[src/bko_pkg.sv]
// Notes on behaviour
// - After a collision the frame is retried until success or the attempt limit.
// - Attempt count of a frame persists until cleared, so retries precede later frames.
// - Retry wait is a whole number of 512-bit slot times after jamming.
// - Slot count r is uniform in 0 to 2^k-1, k = min(attempt, 10).
// - Exhausting the attempt limit is reported as an error.
// - Random source should correlate little with other stations.
// - Extra delay may be added; average wait never below the standard one.
// - Launch command moves the wait machine from idle to counting; once attempts reach the limit the code stays idle and finishes at once.
// - Counting ends when elapsed equals chosen slots, or at once under backpressure.
// - Active-low reset clears all backoff state asynchronously.
// - Wait is timed only while the clock gate enable is raised.
// - Counter-clear command resets the attempt counter.
package bko_pkg;

  // ----------------------------------------------------------------
  // Register map (byte addresses)
  // ----------------------------------------------------------------
  localparam logic [3:0] BKO_OFS_CTRL = 4'h0;
  localparam logic [3:0] BKO_OFS_STATUS = 4'h4;
  localparam logic [3:0] BKO_OFS_IRQ_STAT = 4'h8;
  localparam logic [3:0] BKO_OFS_IRQ_MASK = 4'hc;

  // ----------------------------------------------------------------
  // Field positions
  // ----------------------------------------------------------------
  localparam int BKO_CTRL_SHARED_BIT = 0;
  localparam int BKO_CTRL_BP_BIT = 1;
  localparam int BKO_CTRL_GIG_BIT = 2;
  localparam int BKO_CTRL_LIMIT_LSB = 4;
  localparam int BKO_CTRL_EXTRA_LSB = 16;
  localparam int BKO_STAT_ATT_LSB = 0;
  localparam int BKO_STAT_COUNTING_BIT = 8;
  localparam int BKO_STAT_EXHAUSTED_BIT = 9;
  localparam int BKO_IRQ_DONE_BIT = 0;
  localparam int BKO_IRQ_LIMIT_BIT = 1;

  // ----------------------------------------------------------------
  // Reset values
  // ----------------------------------------------------------------
  localparam logic [31:0] BKO_CTRL_RST = 32'h0000_0101;
  localparam logic [1:0] BKO_IRQ_MASK_RST = 2'h0;

  // ----------------------------------------------------------------
  // Timing
  // ----------------------------------------------------------------
  localparam int BKO_SLOT_BITS = 512;
  localparam int BKO_BYTE_PATH_BITS = 8;
  localparam int BKO_NIBBLE_PATH_BITS = 4;
  localparam logic [6:0] BKO_SLOT_CYC_BYTE = 7'(BKO_SLOT_BITS / BKO_BYTE_PATH_BITS - 1);
  localparam logic [6:0] BKO_SLOT_CYC_NIBBLE = 7'(BKO_SLOT_BITS / BKO_NIBBLE_PATH_BITS - 1);
  localparam logic [3:0] BKO_K_MAX = 4'ha;

  typedef enum logic [0:0] {
    wait_idle_state = 1'b0,
    wait_counting_state = 1'b1
  } bko_state_e;

endpackage

[src/bko_rand_if.sv]
`timescale 1ns/1ps
`default_nettype none
interface bko_rand_if;
  logic [3:0] k;
  logic [9:0] value;
  modport gen (input k, output value);
  modport user (output k, input value);
endinterface
`default_nettype wire

[src/bko_backoff.sv]
`timescale 1ns/1ps
`default_nettype none
module bko_backoff import bko_pkg::*; #(
  parameter logic [31:0] SEED = 32'h1d2c_3b4a
) (
  input wire logic clock,
  input wire logic nrst,
  input wire logic [3:0] avs_address,
  input wire logic avs_read,
  input wire logic avs_write,
  input wire logic [31:0] avs_writedata,
  input wire logic [3:0] avs_byteenable,
  output logic [31:0] avs_readdata,
  output logic avs_waitrequest,
  output logic irq,
  input wire logic retry_wait_launch,
  input wire logic retry_counter_clear,
  output logic retry_wait_finished,
  output logic retry_limit_error,
  output logic gate_enable_out
);

  // ----------------------------------------------------------------
  // State
  // ----------------------------------------------------------------
  typedef struct packed {
    bko_state_e state;
    logic [4:0] attempts;
    logic exhausted;
    logic [10:0] slot_cnt;
    logic [10:0] elapsed_slots;
    logic [6:0] cyc;
    logic [31:0] ctrl;
    logic [1:0] irq_stat;
    logic [1:0] irq_mask;
    logic [31:0] readdata;
    logic waitreq;
    logic irq;
    logic finished;
    logic limit_err;
    logic gate_en;
  } bko_top_s;

  localparam bko_top_s BKO_TOP_RST = '{
    state: wait_idle_state,
    attempts: 5'h00,
    exhausted: 1'b0,
    slot_cnt: 11'h000,
    elapsed_slots: 11'h000,
    cyc: 7'h00,
    ctrl: BKO_CTRL_RST,
    irq_stat: 2'h0,
    irq_mask: BKO_IRQ_MASK_RST,
    readdata: 32'h0000_0000,
    waitreq: 1'b1,
    irq: 1'b0,
    finished: 1'b0,
    limit_err: 1'b0,
    gate_en: 1'b0
  };

  bko_top_s st_ff;
  bko_top_s nxt_st;
  bko_rand_if rnd ();

  bko_slot_gen #(.SEED(SEED)) u_gen (
    .clock(clock),
    .nrst(nrst),
    .rnd(rnd)
  );

  // ----------------------------------------------------------------
  // Control fields
  // ----------------------------------------------------------------
  logic shared_medium_mode;
  logic backpressure_enable;
  logic gigabit_mode;
  logic [4:0] attempt_limit;
  logic [7:0] extra_slots;
  logic [6:0] slot_last;
  logic [4:0] base_att;
  logic [4:0] next_att;

  assign shared_medium_mode = st_ff.ctrl[BKO_CTRL_SHARED_BIT];
  assign backpressure_enable = st_ff.ctrl[BKO_CTRL_BP_BIT];
  assign gigabit_mode = st_ff.ctrl[BKO_CTRL_GIG_BIT];
  assign attempt_limit = st_ff.ctrl[BKO_CTRL_LIMIT_LSB +: 5];
  assign extra_slots = st_ff.ctrl[BKO_CTRL_EXTRA_LSB +: 8];
  assign slot_last = gigabit_mode ? BKO_SLOT_CYC_BYTE : BKO_SLOT_CYC_NIBBLE;
  assign base_att = retry_counter_clear ? 5'h00 : st_ff.attempts;
  assign next_att = (base_att == 5'h1f) ? base_att : base_att + 5'h01;
  // k follows the attempt about to be made
  assign rnd.k = (next_att > 5'(BKO_K_MAX)) ? BKO_K_MAX : next_att[3:0];

  // ----------------------------------------------------------------
  // Next state
  // ----------------------------------------------------------------
  always_comb begin
    logic [31:0] bmask;
    logic [1:0] ev;
    logic [1:0] w1c;
    logic req_seen;
    logic commit_wr;
    bmask = 32'h0000_0000;
    ev = 2'h0;
    w1c = 2'h0;
    req_seen = (avs_read || avs_write) && st_ff.waitreq;
    commit_wr = avs_write && !st_ff.waitreq;
    nxt_st = st_ff;
    nxt_st.finished = 1'b0;
    nxt_st.limit_err = 1'b0;

    // Attempt counter lives across waits until cleared by the tx machine
    if (retry_counter_clear) begin
      nxt_st.attempts = 5'h00;
      nxt_st.exhausted = 1'b0;
    end

    unique case (st_ff.state)
      wait_idle_state: begin
        if (retry_wait_launch) begin
          if (base_att >= attempt_limit) begin
            // No more tries allowed: answer at once and flag it
            nxt_st.exhausted = 1'b1;
            nxt_st.limit_err = 1'b1;
            nxt_st.finished = 1'b1;
            ev[BKO_IRQ_LIMIT_BIT] = 1'b1;
          end else begin
            nxt_st.attempts = next_att;
            nxt_st.state = wait_counting_state;
            nxt_st.elapsed_slots = 11'h000;
            nxt_st.cyc = 7'h00;
            // Without a shared medium there is nothing to back off from
            nxt_st.slot_cnt = shared_medium_mode ?
              11'({1'b0, rnd.value}) + 11'({3'h0, extra_slots}) : 11'h000;
          end
        end
      end
      wait_counting_state: begin
        if (backpressure_enable || st_ff.elapsed_slots == st_ff.slot_cnt) begin
          nxt_st.state = wait_idle_state;
          nxt_st.finished = 1'b1;
          ev[BKO_IRQ_DONE_BIT] = 1'b1;
        end else if (st_ff.gate_en) begin
          // Time advances only on edges the gated clock would pass
          if (st_ff.cyc == slot_last) begin
            nxt_st.cyc = 7'h00;
            nxt_st.elapsed_slots = st_ff.elapsed_slots + 11'h001;
          end else begin
            nxt_st.cyc = st_ff.cyc + 7'h01;
          end
        end
      end
    endcase

    nxt_st.gate_en = (nxt_st.state == wait_counting_state);

    // Bus slave: one wait cycle, then the access completes
    nxt_st.waitreq = !req_seen;
    if (req_seen && avs_read) begin
      unique case (avs_address)
        BKO_OFS_CTRL: nxt_st.readdata = st_ff.ctrl;
        BKO_OFS_STATUS: nxt_st.readdata = {22'h0, st_ff.exhausted,
          st_ff.state == wait_counting_state, 3'h0, st_ff.attempts};
        BKO_OFS_IRQ_STAT: nxt_st.readdata = {30'h0, st_ff.irq_stat};
        BKO_OFS_IRQ_MASK: nxt_st.readdata = {30'h0, st_ff.irq_mask};
        default: nxt_st.readdata = 32'h0000_0000;
      endcase
    end
    for (int i = 0; i < 4; i++) begin
      bmask[i*8 +: 8] = {8{avs_byteenable[i]}};
    end
    if (commit_wr) begin
      unique case (avs_address)
        BKO_OFS_CTRL: nxt_st.ctrl = (st_ff.ctrl & ~bmask) | (avs_writedata & bmask);
        BKO_OFS_IRQ_STAT: w1c = avs_writedata[1:0] & bmask[1:0];
        BKO_OFS_IRQ_MASK: nxt_st.irq_mask = (st_ff.irq_mask & ~bmask[1:0]) | (avs_writedata[1:0] & bmask[1:0]);
        default: nxt_st.irq_mask = st_ff.irq_mask;
      endcase
    end

    // New events win over a clear in the same cycle
    nxt_st.irq_stat = (st_ff.irq_stat & ~w1c) | ev;
    nxt_st.irq = |(nxt_st.irq_stat & nxt_st.irq_mask);
  end

  always_ff @(posedge clock or negedge nrst) begin
    if (!nrst) begin
      st_ff <= BKO_TOP_RST;
    end else begin
      st_ff <= nxt_st;
    end
  end

  assign avs_readdata = st_ff.readdata;
  assign avs_waitrequest = st_ff.waitreq;
  assign irq = st_ff.irq;
  assign retry_wait_finished = st_ff.finished;
  assign retry_limit_error = st_ff.limit_err;
  assign gate_enable_out = st_ff.gate_en;

endmodule
`default_nettype wire

[src/bko_slot_gen.sv]
`timescale 1ns/1ps
`default_nettype none
module bko_slot_gen import bko_pkg::*; #(
  // Seed value is arbitrary; give each station its own to decorrelate
  parameter logic [31:0] SEED = 32'h1d2c_3b4a
) (
  input wire logic clock,
  input wire logic nrst,
  bko_rand_if.gen rnd
);

  typedef struct packed {
    logic [31:0] lfsr;
  } bko_gen_s;

  bko_gen_s st_ff;
  bko_gen_s nxt_st;
  logic [9:0] mask;

  always_comb begin
    nxt_st = st_ff;
    // Free-running, advances every cycle regardless of launches
    nxt_st.lfsr = {st_ff.lfsr[30:0], st_ff.lfsr[31] ^ st_ff.lfsr[21] ^ st_ff.lfsr[1] ^ st_ff.lfsr[0]};
  end

  always_ff @(posedge clock or negedge nrst) begin
    if (!nrst) begin
      st_ff <= '{lfsr: SEED};
    end else begin
      st_ff <= nxt_st;
    end
  end

  assign mask = 10'((11'h001 << rnd.k) - 11'h001);
  assign rnd.value = st_ff.lfsr[9:0] & mask;

endmodule
`default_nettype wire

[config.mk]
export PLATFORM = sky130hd
export DESIGN_NAME = bko_backoff
export DESIGN_NICKNAME = d
export VERILOG_FILES = /design/src/bko_pkg.sv /design/src/bko_rand_if.sv /design/src/bko_backoff.sv /design/src/bko_slot_gen.sv
export SDC_FILE = /design/constraint.sdc
export NUM_CORES = 1
export LEC_CHECK = 0
export ABC_AREA = 0
export BUFFER_PORTS_ARGS = -buffer_cell sky130_fd_sc_hd__buf_2
export CAP_MARGIN = 15
export CORE_UTILIZATION = 35
export DETAILED_ROUTE_END_ITERATION = 6
export SETUP_SLACK_MARGIN = 0.15
export SLEW_MARGIN = 20
export SYNTH_ARGS = -nofsm -noshare
export SYNTH_HDL_FRONTEND = slang
export SYNTH_SLANG_ARGS = --single-unit
[constraint.sdc]
create_clock -name clock -period 2.75 [get_ports clock]
set_input_delay 0.55 -clock clock [delete_from_list [all_inputs] [get_ports clock]]
set_output_delay 0.55 -clock clock [all_outputs]
set_load 0.03 [all_outputs]
# Yosys cells after proc, flatten, opt, wreduce, memory -nomap -nowiden
# Index checks and enable logic that the tools add are counted.
dict set report totals {
  inputBits 46
  output_inout_bits 37
  word_cells 95
  reg_bits 140
}
dict set report op_classes {
  bitwise 18
  add_sub_neg 5
  magnitude_cmp 2
  n_eq_ne 10
  n_reduce_logical 13
  shift 1
  mux 31
}
# cell count
set ops {}
lappend ops {{$pmux W32 S4} 1}
lappend ops {{$and A32 B32 Y32} 2}
lappend ops {{$mux W36} 1}
lappend ops {{$pmux W18 S2} 1}
lappend ops {{$not A32 Y32} 1}
lappend ops {{$or A32 B32 Y32} 1}
lappend ops {{$mux W29} 1}
lappend ops {{$mux W11} 2}
lappend ops {{$mux W18} 1}
lappend ops {{$mux W17} 1}
lappend ops {{$mux W7} 2}
lappend ops {{$mux W2} 6}
lappend ops {{$mux W6} 2}
lappend ops {{$add A10 B8 Y11} 1}
lappend ops {{$add A11 B1 Y11 const B} 1}
lappend ops {{$eq A11 B11 Y1} 1}
lappend ops {{$and A10 B10 Y10} 1}
lappend ops {{$mux W5} 2}
lappend ops {{$shl A1 B4 Y10 const A} 1}
lappend ops {{$sub A10 B1 Y10 const B} 1}
lappend ops {{$and A2 B2 Y2} 4}
lappend ops {{$eq A4 B4 Y1 const B} 2}
lappend ops {{$mux W1} 8}
lappend ops {{$add A7 B1 Y7 const B} 1}
lappend ops {{other kinds (22)} 35}

# Longest topological paths before layout
# Gate-level depths: netlist (run 1).
dict set report logic_depth {
  word_depth 13
  ltp_mapped 15
  mapped_depth_nobuf 14
}

# Cells and area by module
# A second synthesis (run 1) with hierarchy kept.
dict set report hier_totals {
  cells_unflattened 553
  hier_area_um2 6448.7
}
# module area_per_inst_um2 cells_per_inst n_inst seq_area_each_um2
set by_module_without_submodules {}
lappend by_module_without_submodules {bko_backoff 5361.4 482 1 2706.3}
lappend by_module_without_submodules {bko_slot_gen 1087.3 71 1 819.5}

# Worst setup path after synthesis (run 1)
# No wires, ideal clock.
dict set report synth_path {
  path_kind {register to register}
  start {register st_ff[107] (netlist bit)}
  end {register st_ff[99] (netlist bit)}
  path_stages_with_launch 14
  required_ps 2623
  n_path_buf 1
  arrival_ps 2780
  setup_time_ps 127
  period_less_slack_ps 2907
  setup_slack_ps -157
  path_cell_list {dfrtp_1 > clkbuf_1 > nor3_1 > a21oi_1 > ha_1 > xor2_1 > and2_1 > ha_1 > a21o_1 > nand4_1 > nand3_1 > o41ai_1 > xor2_1 > o21ai_0}
}
dict set report synth_via {
  elab_chain_len 10
  word_cells_on_any_way 14
  cone_classes {add/sub (3); order compare (2); eq/ne (1); shift (1); mux (4); bitwise (2); reduce/logical (1)}
}
# item line_no
set synth_rtl {}
lappend synth_rtl {{start, declared} bko_backoff.sv:62} ;# bko_top_s st_ff;
lappend synth_rtl {{start signal, assigned} bko_backoff.sv:191} ;# st_ff <= nxt_st;
lappend synth_rtl {{$mux W5 (*)} bko_backoff.sv:90} ;# assign base_att = retry_counter_clear ? 5'h00 : st_ff.attempts;
lappend synth_rtl {{$add A5 B1 Y5 or $eq A5 B5 Y1 (tied branches)} bko_backoff.sv:91} ;# assign next_att = (base_att == 5'h1f) ? base_att : base_att + 5'h01;
lappend synth_rtl {{$mux W5} bko_backoff.sv:91}
lappend synth_rtl {{$gt A5 B4 Y1} bko_backoff.sv:93} ;# assign rnd.k = (next_att > 5'(BKO_K_MAX)) ? BKO_K_MAX : next_att[3:0];
lappend synth_rtl {{$mux W4} bko_backoff.sv:93}
lappend synth_rtl {{$shl A1 B4 Y10} bko_slot_gen.sv:34} ;# assign mask = 10'((11'h001 << rnd.k) - 11'h001);
lappend synth_rtl {{$sub A10 B1 Y10} bko_slot_gen.sv:34}
lappend synth_rtl {{$and A10 B10 Y10} bko_slot_gen.sv:35} ;# assign rnd.value = st_ff.lfsr[9:0] & mask;
lappend synth_rtl {{$add A10 B8 Y11} bko_backoff.sv:135} ;# 11'({1'b0, rnd.value}) + 11'({3'h0, extra_slots}) : 11'h000;
lappend synth_rtl {{$mux W11} bko_backoff.sv:134} ;# nxt_st.slot_cnt = shared_medium_mode ?
# Mark *: on every way between the ends. The rest lies on a longest branch, timed or not.
# A chain may end at the register's enable or synchronous reset.

# Worst setup path after layout (run 1)
dict set report layout_path {
  start {register st_ff[107] (netlist bit)}
  end {register st_ff[100] (netlist bit)}
}
# The elaborated chain is that of the path after synthesis.

==> out/qor.yml, run 1 <==
power:
  p_leak_nw: 3.73
  seq_power_share_pct: 43.5
  ir_drop_v: 0.000402
  p_per_area_nw_per_um2: 731
  p_sw_mw: 1.64
  internal_power_mw: 3.94
  netSwitchingFraction_pct: 29.3
  p_clk_share_pct: 38.4
  comb_power_share_pct: 18.1
floorplanning:
  dieArea_um2: 18600
  start_util_pct: 36.3
  row_count: 48
  dieWidth_um: 137
  core_area_um2: 17500
  pin_count: 83
  die_h_um: 137
synthesis:
  synth_seq_cells: 140
  synth_warnings: 0
  synthCells: 540
  yosys_most_used_dff: "dfrtp_1"
  async_flop_share_pct: 100
  syn_area_um2: 6340
  yosysSeqAreaShare_pct: 55.6
  ys_top_cells_by_area: "dfrtp_1 48%, dfstp_2 7.5%, mux2_2 5.9%"
  synth_area_leader_cell: "dfrtp_1"
  avgSynthCellArea_um2: 11.7
  yosys.cell_types.count: 58
  synth_edf_count: 0
  syn-num-nets: 602
  synth_top_area_share_pct: 48.2
sta:
  totalNegativeSetupSlack_ns: 0
  finalCritPeriodShare_pct: 96.6
  relSlewSlack_pct: 60.4
  finClkSkew_ns: 0.00581
  hold_viol: 0
  slew_violations: 0
  rsz0062_at_grt: "true"
  fmax_mhz: 376
  setup_viol: 0
  fin_crit_ns: 2.66
  worstMarginPinSlew_ns: 0.590
clock_network:
  tritoncts.num_buffers: 17
  clk_path_buf_depth: 2
  ctsHoldBuffers: 0
  cts_sinks: 140
  cts_tree: "built"
  htreeDepth: 4
  clock_latency_ns: 0.41
  path_clk_slew_ns: 0.06
  root_buffer: "clkbuf_16"
detailed_routing:
  dr.pass1.iters: 4
  postRouteAntennaNets: 0
  wirelength_um: 13100
  drtIter0Drc: 208
  via_per_inst: 4.97
  remaining_drc_errors: 0
  post_drt_wl_per_cell_um: 15.3
  vias: 4257
final_layout:
  nets: 681
  final_cells: 857
  area_growth_pct: 20.4
  drive_gt1_share_pct: 35.4
  antenna_cells: 0
setup_path:
  path_delay_family: "compound AO/OA/AOI/OAI gates"
  worstPathArrival_ns: 2.98
  ff2ff_path_depth: 13
  startpoint_type: "register"
  crit_path_max_fanout: 4
  cp_slowest_cell: "dfrtp_1"
  required_ns: 3.07
  cp.buffers_inverters: 1
  cpPeakStageDelay_ns: 0.43
  cp_num_cells: 13
  cp-end-kind: "register"
  crit_path_cell_trace: "nor3_4, a21oi_1, ha_2, buf_4, a32oi_1, nor2b_1, ha_1, nor3_1, o21ai_2, a31oi_1, o21ai_1, xnor2_1, o31ai_1"
  critPathKind: "reg2reg"
global_route:
  top_usage_layer: "met2"
  use_met3_pct: 4.56
  first_global_vias: 4485
  grt_max_degree: 65
  grtUsageMet1_pct: 19.1
  grt.overflow.total: 0
  antenna_found_initial: 0
  gr-usage-met2_pct: 24.7
  grt_usage_pct: 15.3
  grt_pass1_wl_um: 22100
placed_design:
  place.port_buffers: 82
  gp_congestion: 0.826
  dp.cells: 824
  hpwl_um: 9480
hold_path:
  holdCritPathClass: "in2async"
flow_run:
  maxCapViolations: 0
status:
  outcome: "completed"
==> per-stage QoR <==
stage                     util [%]  power, mW  worst slack, ns  hold slack [ns]  area (µm²)
after CTS                     43.4       5.63            0.115            0.103        7580
after global placement        40.1       3.42          -0.0888            0.333        7010
after global routing          43.7       5.86          -0.0877            0.127        7630
after floorplan                  -       3.08            0.115            0.254        6400
after detailed placement      40.1       3.46           -0.175            0.336        7010
final                         43.7       5.58           0.0938           0.0910        7630
==> placed cells by master, fill, tap and decap left out, drive strengths merged, types with 8 or more instances in the layout <==
master / netlist / routed
nor2: 23 / 23
inv: 14 / 15
o31ai: 12 / 12
mux2: 33 / 33
ha: 15 / 15
buf: 42 / 114
o21ai: 19 / 19
mux2i: 8 / 8
dfstp: 18 / 18
nand2: 52 / 52
dfrtp: 122 / 122
a22o: 27 / 27
clkbuf: 12 / 20
a21oi: 11 / 11
nand3: 23 / 23
nor3: 11 / 11
nor2b: 8 / 8
xor2: 26 / 26
==> area by class of cell <==
type,count,area [µm²]
clock buffers,20,447
clock inverters,12,119
fillers,1603,9850
inverters,14,52.6
multi-input cells,332,2510
flip-flops and latches,140,3530
well taps,225,282
repair buffers,114,689
==> worst register-to-register path, stage by stage, from the launching register on <==
cell and delay [ns]:
dfrtp_1 0.43, nor3_4 0.22, a21oi_1 0.10, ha_2 0.20, buf_4 0.13, a32oi_1 0.16, nor2b_1 0.07, ha_1 0.24
nor3_1 0.25, o21ai_2 0.11, a31oi_1 0.22, o21ai_1 0.11, xnor2_1 0.14, o31ai_1 0.19
==> metal layers <==
metal | up-vias | share of wire, % | wire length (µm)
met5 | - | 0 | 0
met4 | 0 | 2.5 | 327
met3 | 32 | 4.7 | 610
met2 | 98 | 48 | 6280
met1 | 2103 | 45 | 5880
li1 | 2024 | - | -
==> worst paths after layout <==
| kind | startpoint | endpoint | slack [ns] |
|---|---|---|---|
| max in group asynchronous | nrst | u_gen.st_ff[13]$_DFF_PN1_ | 1.92 |
| min in group clock | avs_read | avs_waitrequest$_DFF_PN1_ | 0.30 |
| worst min register to register | u_gen.st_ff[17]$_DFF_PN0_ | u_gen.st_ff[18]$_DFF_PN1_ | 0.35 |
| worst max-delay path | st_ff[107]$_DFF_PN0_ | st_ff[100]$_DFFE_PN0P_ | 0.09 |
| worst max register to register | st_ff[107]$_DFF_PN0_ | st_ff[100]$_DFFE_PN0P_ | 0.09 |
| worst min-delay path | nrst | st_ff[40]$_DFF_PN0_ | 0.09 |
==> cells by family after synthesis <==
logic type	share of synthesized area (%)
AND/OR/NAND/NOR	12.3
flip-flops	55.6
XOR/XNOR	4.42
multiplexers	7.84
other	0.0592
AO/OA/AOI/OAI	10.3
adder cells (fa/ha/maj)	3.28
buffers and inverters	6.10
==> cell usage after synthesis, types with 3 or more instances <==
library cell,count
inv_1,14
a22o_1,27
xnor2_1,6
a211oi_1,4
clkbuf_1,12
xor2_1,26
nor4_1,4
a21oi_1,11
buf_4,32
nand3_1,22
or3_1,3
buf_2,9
o31ai_1,12
nor2_1,23
o21ai_0,18
nand2_2,4
nand2b_1,6
nand2_1,47
nand4_1,4
o211ai_1,3
dfrtp_1,122
nor3_1,10
dfstp_2,18
mux2_2,33
ha_1,15
nor2b_1,8
mux2i_1,8
==> repair_timing <==
action,in CTS,in global routing
endpoints found under the setup margin,3,5
hold endpoints to repair,0,0
cloned,0,0
setup buffers,0,1
pin swaps,2,5
gates resized for setup,2,13
==> power by group through the flow <==
| stage | Sequential, mW | Clock (mW) | Combinational (mW) |
|---|---|---|---|
| after floorplan | 2.44 | 0 | 0.643 |
| after global placement | 2.45 | 0 | 0.970 |
| final | 2.43 | 2.14 | 1.01 |
| after CTS | 2.43 | 2.20 | 1.01 |
| after detailed placement | 2.46 | 0 | 0.999 |
| after global routing | 2.45 | 2.29 | 1.12 |
No activity file was read; power rests on OpenSTA's default activity.
==> run 2, diff against run 1 <==
==> constraint.sdc (replaced) <==
create_clock -name clock -period 3.15 [get_ports clock]
set_input_delay 0.63 -clock clock [delete_from_list [all_inputs] [get_ports clock]]
set_output_delay 0.63 -clock clock [all_outputs]
set_load 0.03 [all_outputs]
==> out/qor.yml, run 2 (synthesis gave the netlist of run 1 again) <==
status:
  outcome: "completed"
final_layout:
  fin_util_pct: 42.6  # -1.0 points
  mostFrequentLayoutCell: "dfrtp_1"
  area_growth_pct: 17.6
  antenna_cells: 0  # unchanged
  nFillCells: 1646  # +2.7%
  nets: 666  # -2.2%
  mostFrequentLayoutCells: "122 x dfrtp_1, 81 x buf_2, 47 x nand2_1"
  drive_gt1_share_pct: 31.8  # -3.7 points
sta:
  fin_ws_ns: 0.295  # +0.202 ns
  setup_viol: 0  # unchanged
  totalNegativeSetupSlack_ns: 0  # unchanged
  fmax_mhz: 350  # -6.9%
  slew_violations: 0  # unchanged
  finClkSkew_ns: 0.00751  # +0.00169 ns
  relSlewSlack_pct: 61.2  # +0.84 points
  fin_crit_ns: 2.85  # +0.198 ns
  hold-worst-slack_ns: 0.202  # +0.111 ns
  finalCritPeriodShare_pct: 90.6  # -6.0 points
  rsz0062_at_grt: "false"
  hold_viol: 0  # unchanged
  worstMarginPinSlew_ns: 0.580  # -0.0106 ns
power:
  seq_power_share_pct: 43.0  # -0.5 points
  p_sw_mw: 1.39  # -15%
  p_clk_share_pct: 40.4  # +2.0 points
  internal_power_mw: 3.54  # -10%
  total_power_mw: 4.93  # -12%
  p_per_area_nw_per_um2: 661  # -9.5%
  p_leak_nw: 3.66  # -1.9%
  netSwitchingFraction_pct: 28.1  # -1.2 points
  ir_drop_v: 0.000398  # -0.81%
  comb_power_share_pct: 16.5  # -1.6 points
clock_network:
  path_clk_slew_ns: 0.06  # about the same
  clk_path_buf_depth: 2  # unchanged
  post_cts_buffers: 0  # unchanged
  cts_sinks: 140  # unchanged
  tritoncts.num_buffers: 17  # unchanged
  htreeDepth: 4  # unchanged
  cts_tree: "built"
  root_buffer: "clkbuf_16"
  clock_latency_ns: 0.42  # about the same
hold_path:
  holdCritPathClass: "in2async"
detailed_routing:
  via_per_inst: 4.96  # about the same
  remaining_drc_errors: 0  # unchanged
  wirelength_um: 13000  # -0.77%
  dr.pass1.iters: 4  # unchanged
  post_drt_wl_per_cell_um: 15.4  # +1.0%
  vias: 4179  # -1.8%
  drtIter0Drc: 173  # -17%
  postRouteAntennaNets: 0  # unchanged
setup_path:
  required_ns: 3.45  # +0.38 ns
  worstPathArrival_ns: 3.15  # +0.17 ns
  crit_path_max_fanout: 4  # unchanged
  cp-end-kind: "register"
  critPathKind: "reg2reg"
  startpoint_type: "register"
global_route:
  grt.overflow.total: 0  # unchanged
  antenna_found_initial: 0  # unchanged
  grt_usage_pct: 15.4  # +0.096 points
  grt_max_degree: 65  # unchanged
  grt_pass1_wl_um: 21900  # -0.94%
  first_global_vias: 4400  # -1.9%
floorplanning:
  core_area_um2: 17500  # unchanged
  row_count: 48  # unchanged
  dieWidth_um: 137  # unchanged
  start_util_pct: 36.3  # unchanged
  pin_count: 83  # unchanged
  dieArea_um2: 18600  # unchanged
  die_h_um: 137  # unchanged
placed_design:
  place.port_buffers: 82  # unchanged
  pre_cts_ws_ns: -0.000475  # +0.175 ns
  gp_congestion: 0.864  # +4.7%
  hpwl_um: 9240  # -2.6%
flow_run:
  maxCapViolations: 0  # unchanged
[run 2: cell count changes in the layout (fill, tap and decap cells not counted), sizes merged]
cell / delta
buf: -15
clkinvlp: -3
bufinv: +2
clkinv: +1
[run 2: repair_timing]
action / CTS / global route
endpoints found under the setup margin: 0 / 2
resized for setup: 0 / 3
hold buffers: 0 / 0
[run 2: layout make-up]
type                       count  area [µm²]  area share, %
inverter                      14        52.6          0.705
timing repair buffer          99         557           7.47
sequential                   140        3530           47.3
multi-input combinational    332        2440           32.8
clock buffer                  20         447           5.99
tap                          225         282           3.78
clock inverter                12         146           1.96
[run 2: power groups by stage]
| stage | sequential (mW) | clock [mW] | combinational (mW) |
|---|---|---|---|
| global placement | 2.14 | 0 | 0.799 |
| detailed placement | 2.15 | 0 | 0.821 |
| finish | 2.12 | 1.99 | 0.815 |
| global route | 2.15 | 2.11 | 0.909 |
| floorplan | 2.13 | 0 | 0.553 |
| CTS | 2.12 | 2.05 | 0.823 |
[run 2: routing by layer]
metal  up-vias  global-route usage, %  wire, µm
met2        80                   25.8      6580
met3        24                   3.70       406
li1       1998                      -         -
met5         -                      0         0
met4         0                   7.84       319
met1      2077                   18.5      5690
[run 2: worst paths after layout]
path,end,cells past startpoint,startpoint,slack (ns)
min reg2reg,u_gen.st_ff[17]$_DFF_PN0_,0,u_gen.st_ff[16]$_DFF_PN0_,0.35
min in group clock,u_gen.st_ff[17]$_DFF_PN0_,0,u_gen.st_ff[16]$_DFF_PN0_,0.35
min,avs_readdata[22]$_DFFE_PN0P_,1,nrst,0.20
max reg2reg,st_ff[99]$_DFFE_PN0P_,13,st_ff[106]$_DFF_PN0_,0.30
max in group asynchronous,async pin,2,nrst,2.15
max,st_ff[99]$_DFFE_PN0P_,13,st_ff[106]$_DFF_PN0_,0.30
[run 2: stage by stage]
step	area [µm²]	instances
2_1_floorplan	6340	540
3_3_place_gp	6850	810
3_5_place_dp	6850	810
4_1_cts	7440	842
5_1_grt	7450	842
6_report	7450	842
[run 2: critical path, stage by stage (launching register included)]
cell and delay [ns]:
dfrtp_1 0.38, nor3_2 0.26, a21oi_1 0.12, ha_1 0.26
xor2_1 0.17, and2_1 0.15, ha_1 0.33, a21o_1 0.22
nand4_1 0.09, nand3_1 0.09, o41ai_1 0.26, buf_4 0.18
xor2_1 0.13, o21ai_0 0.09
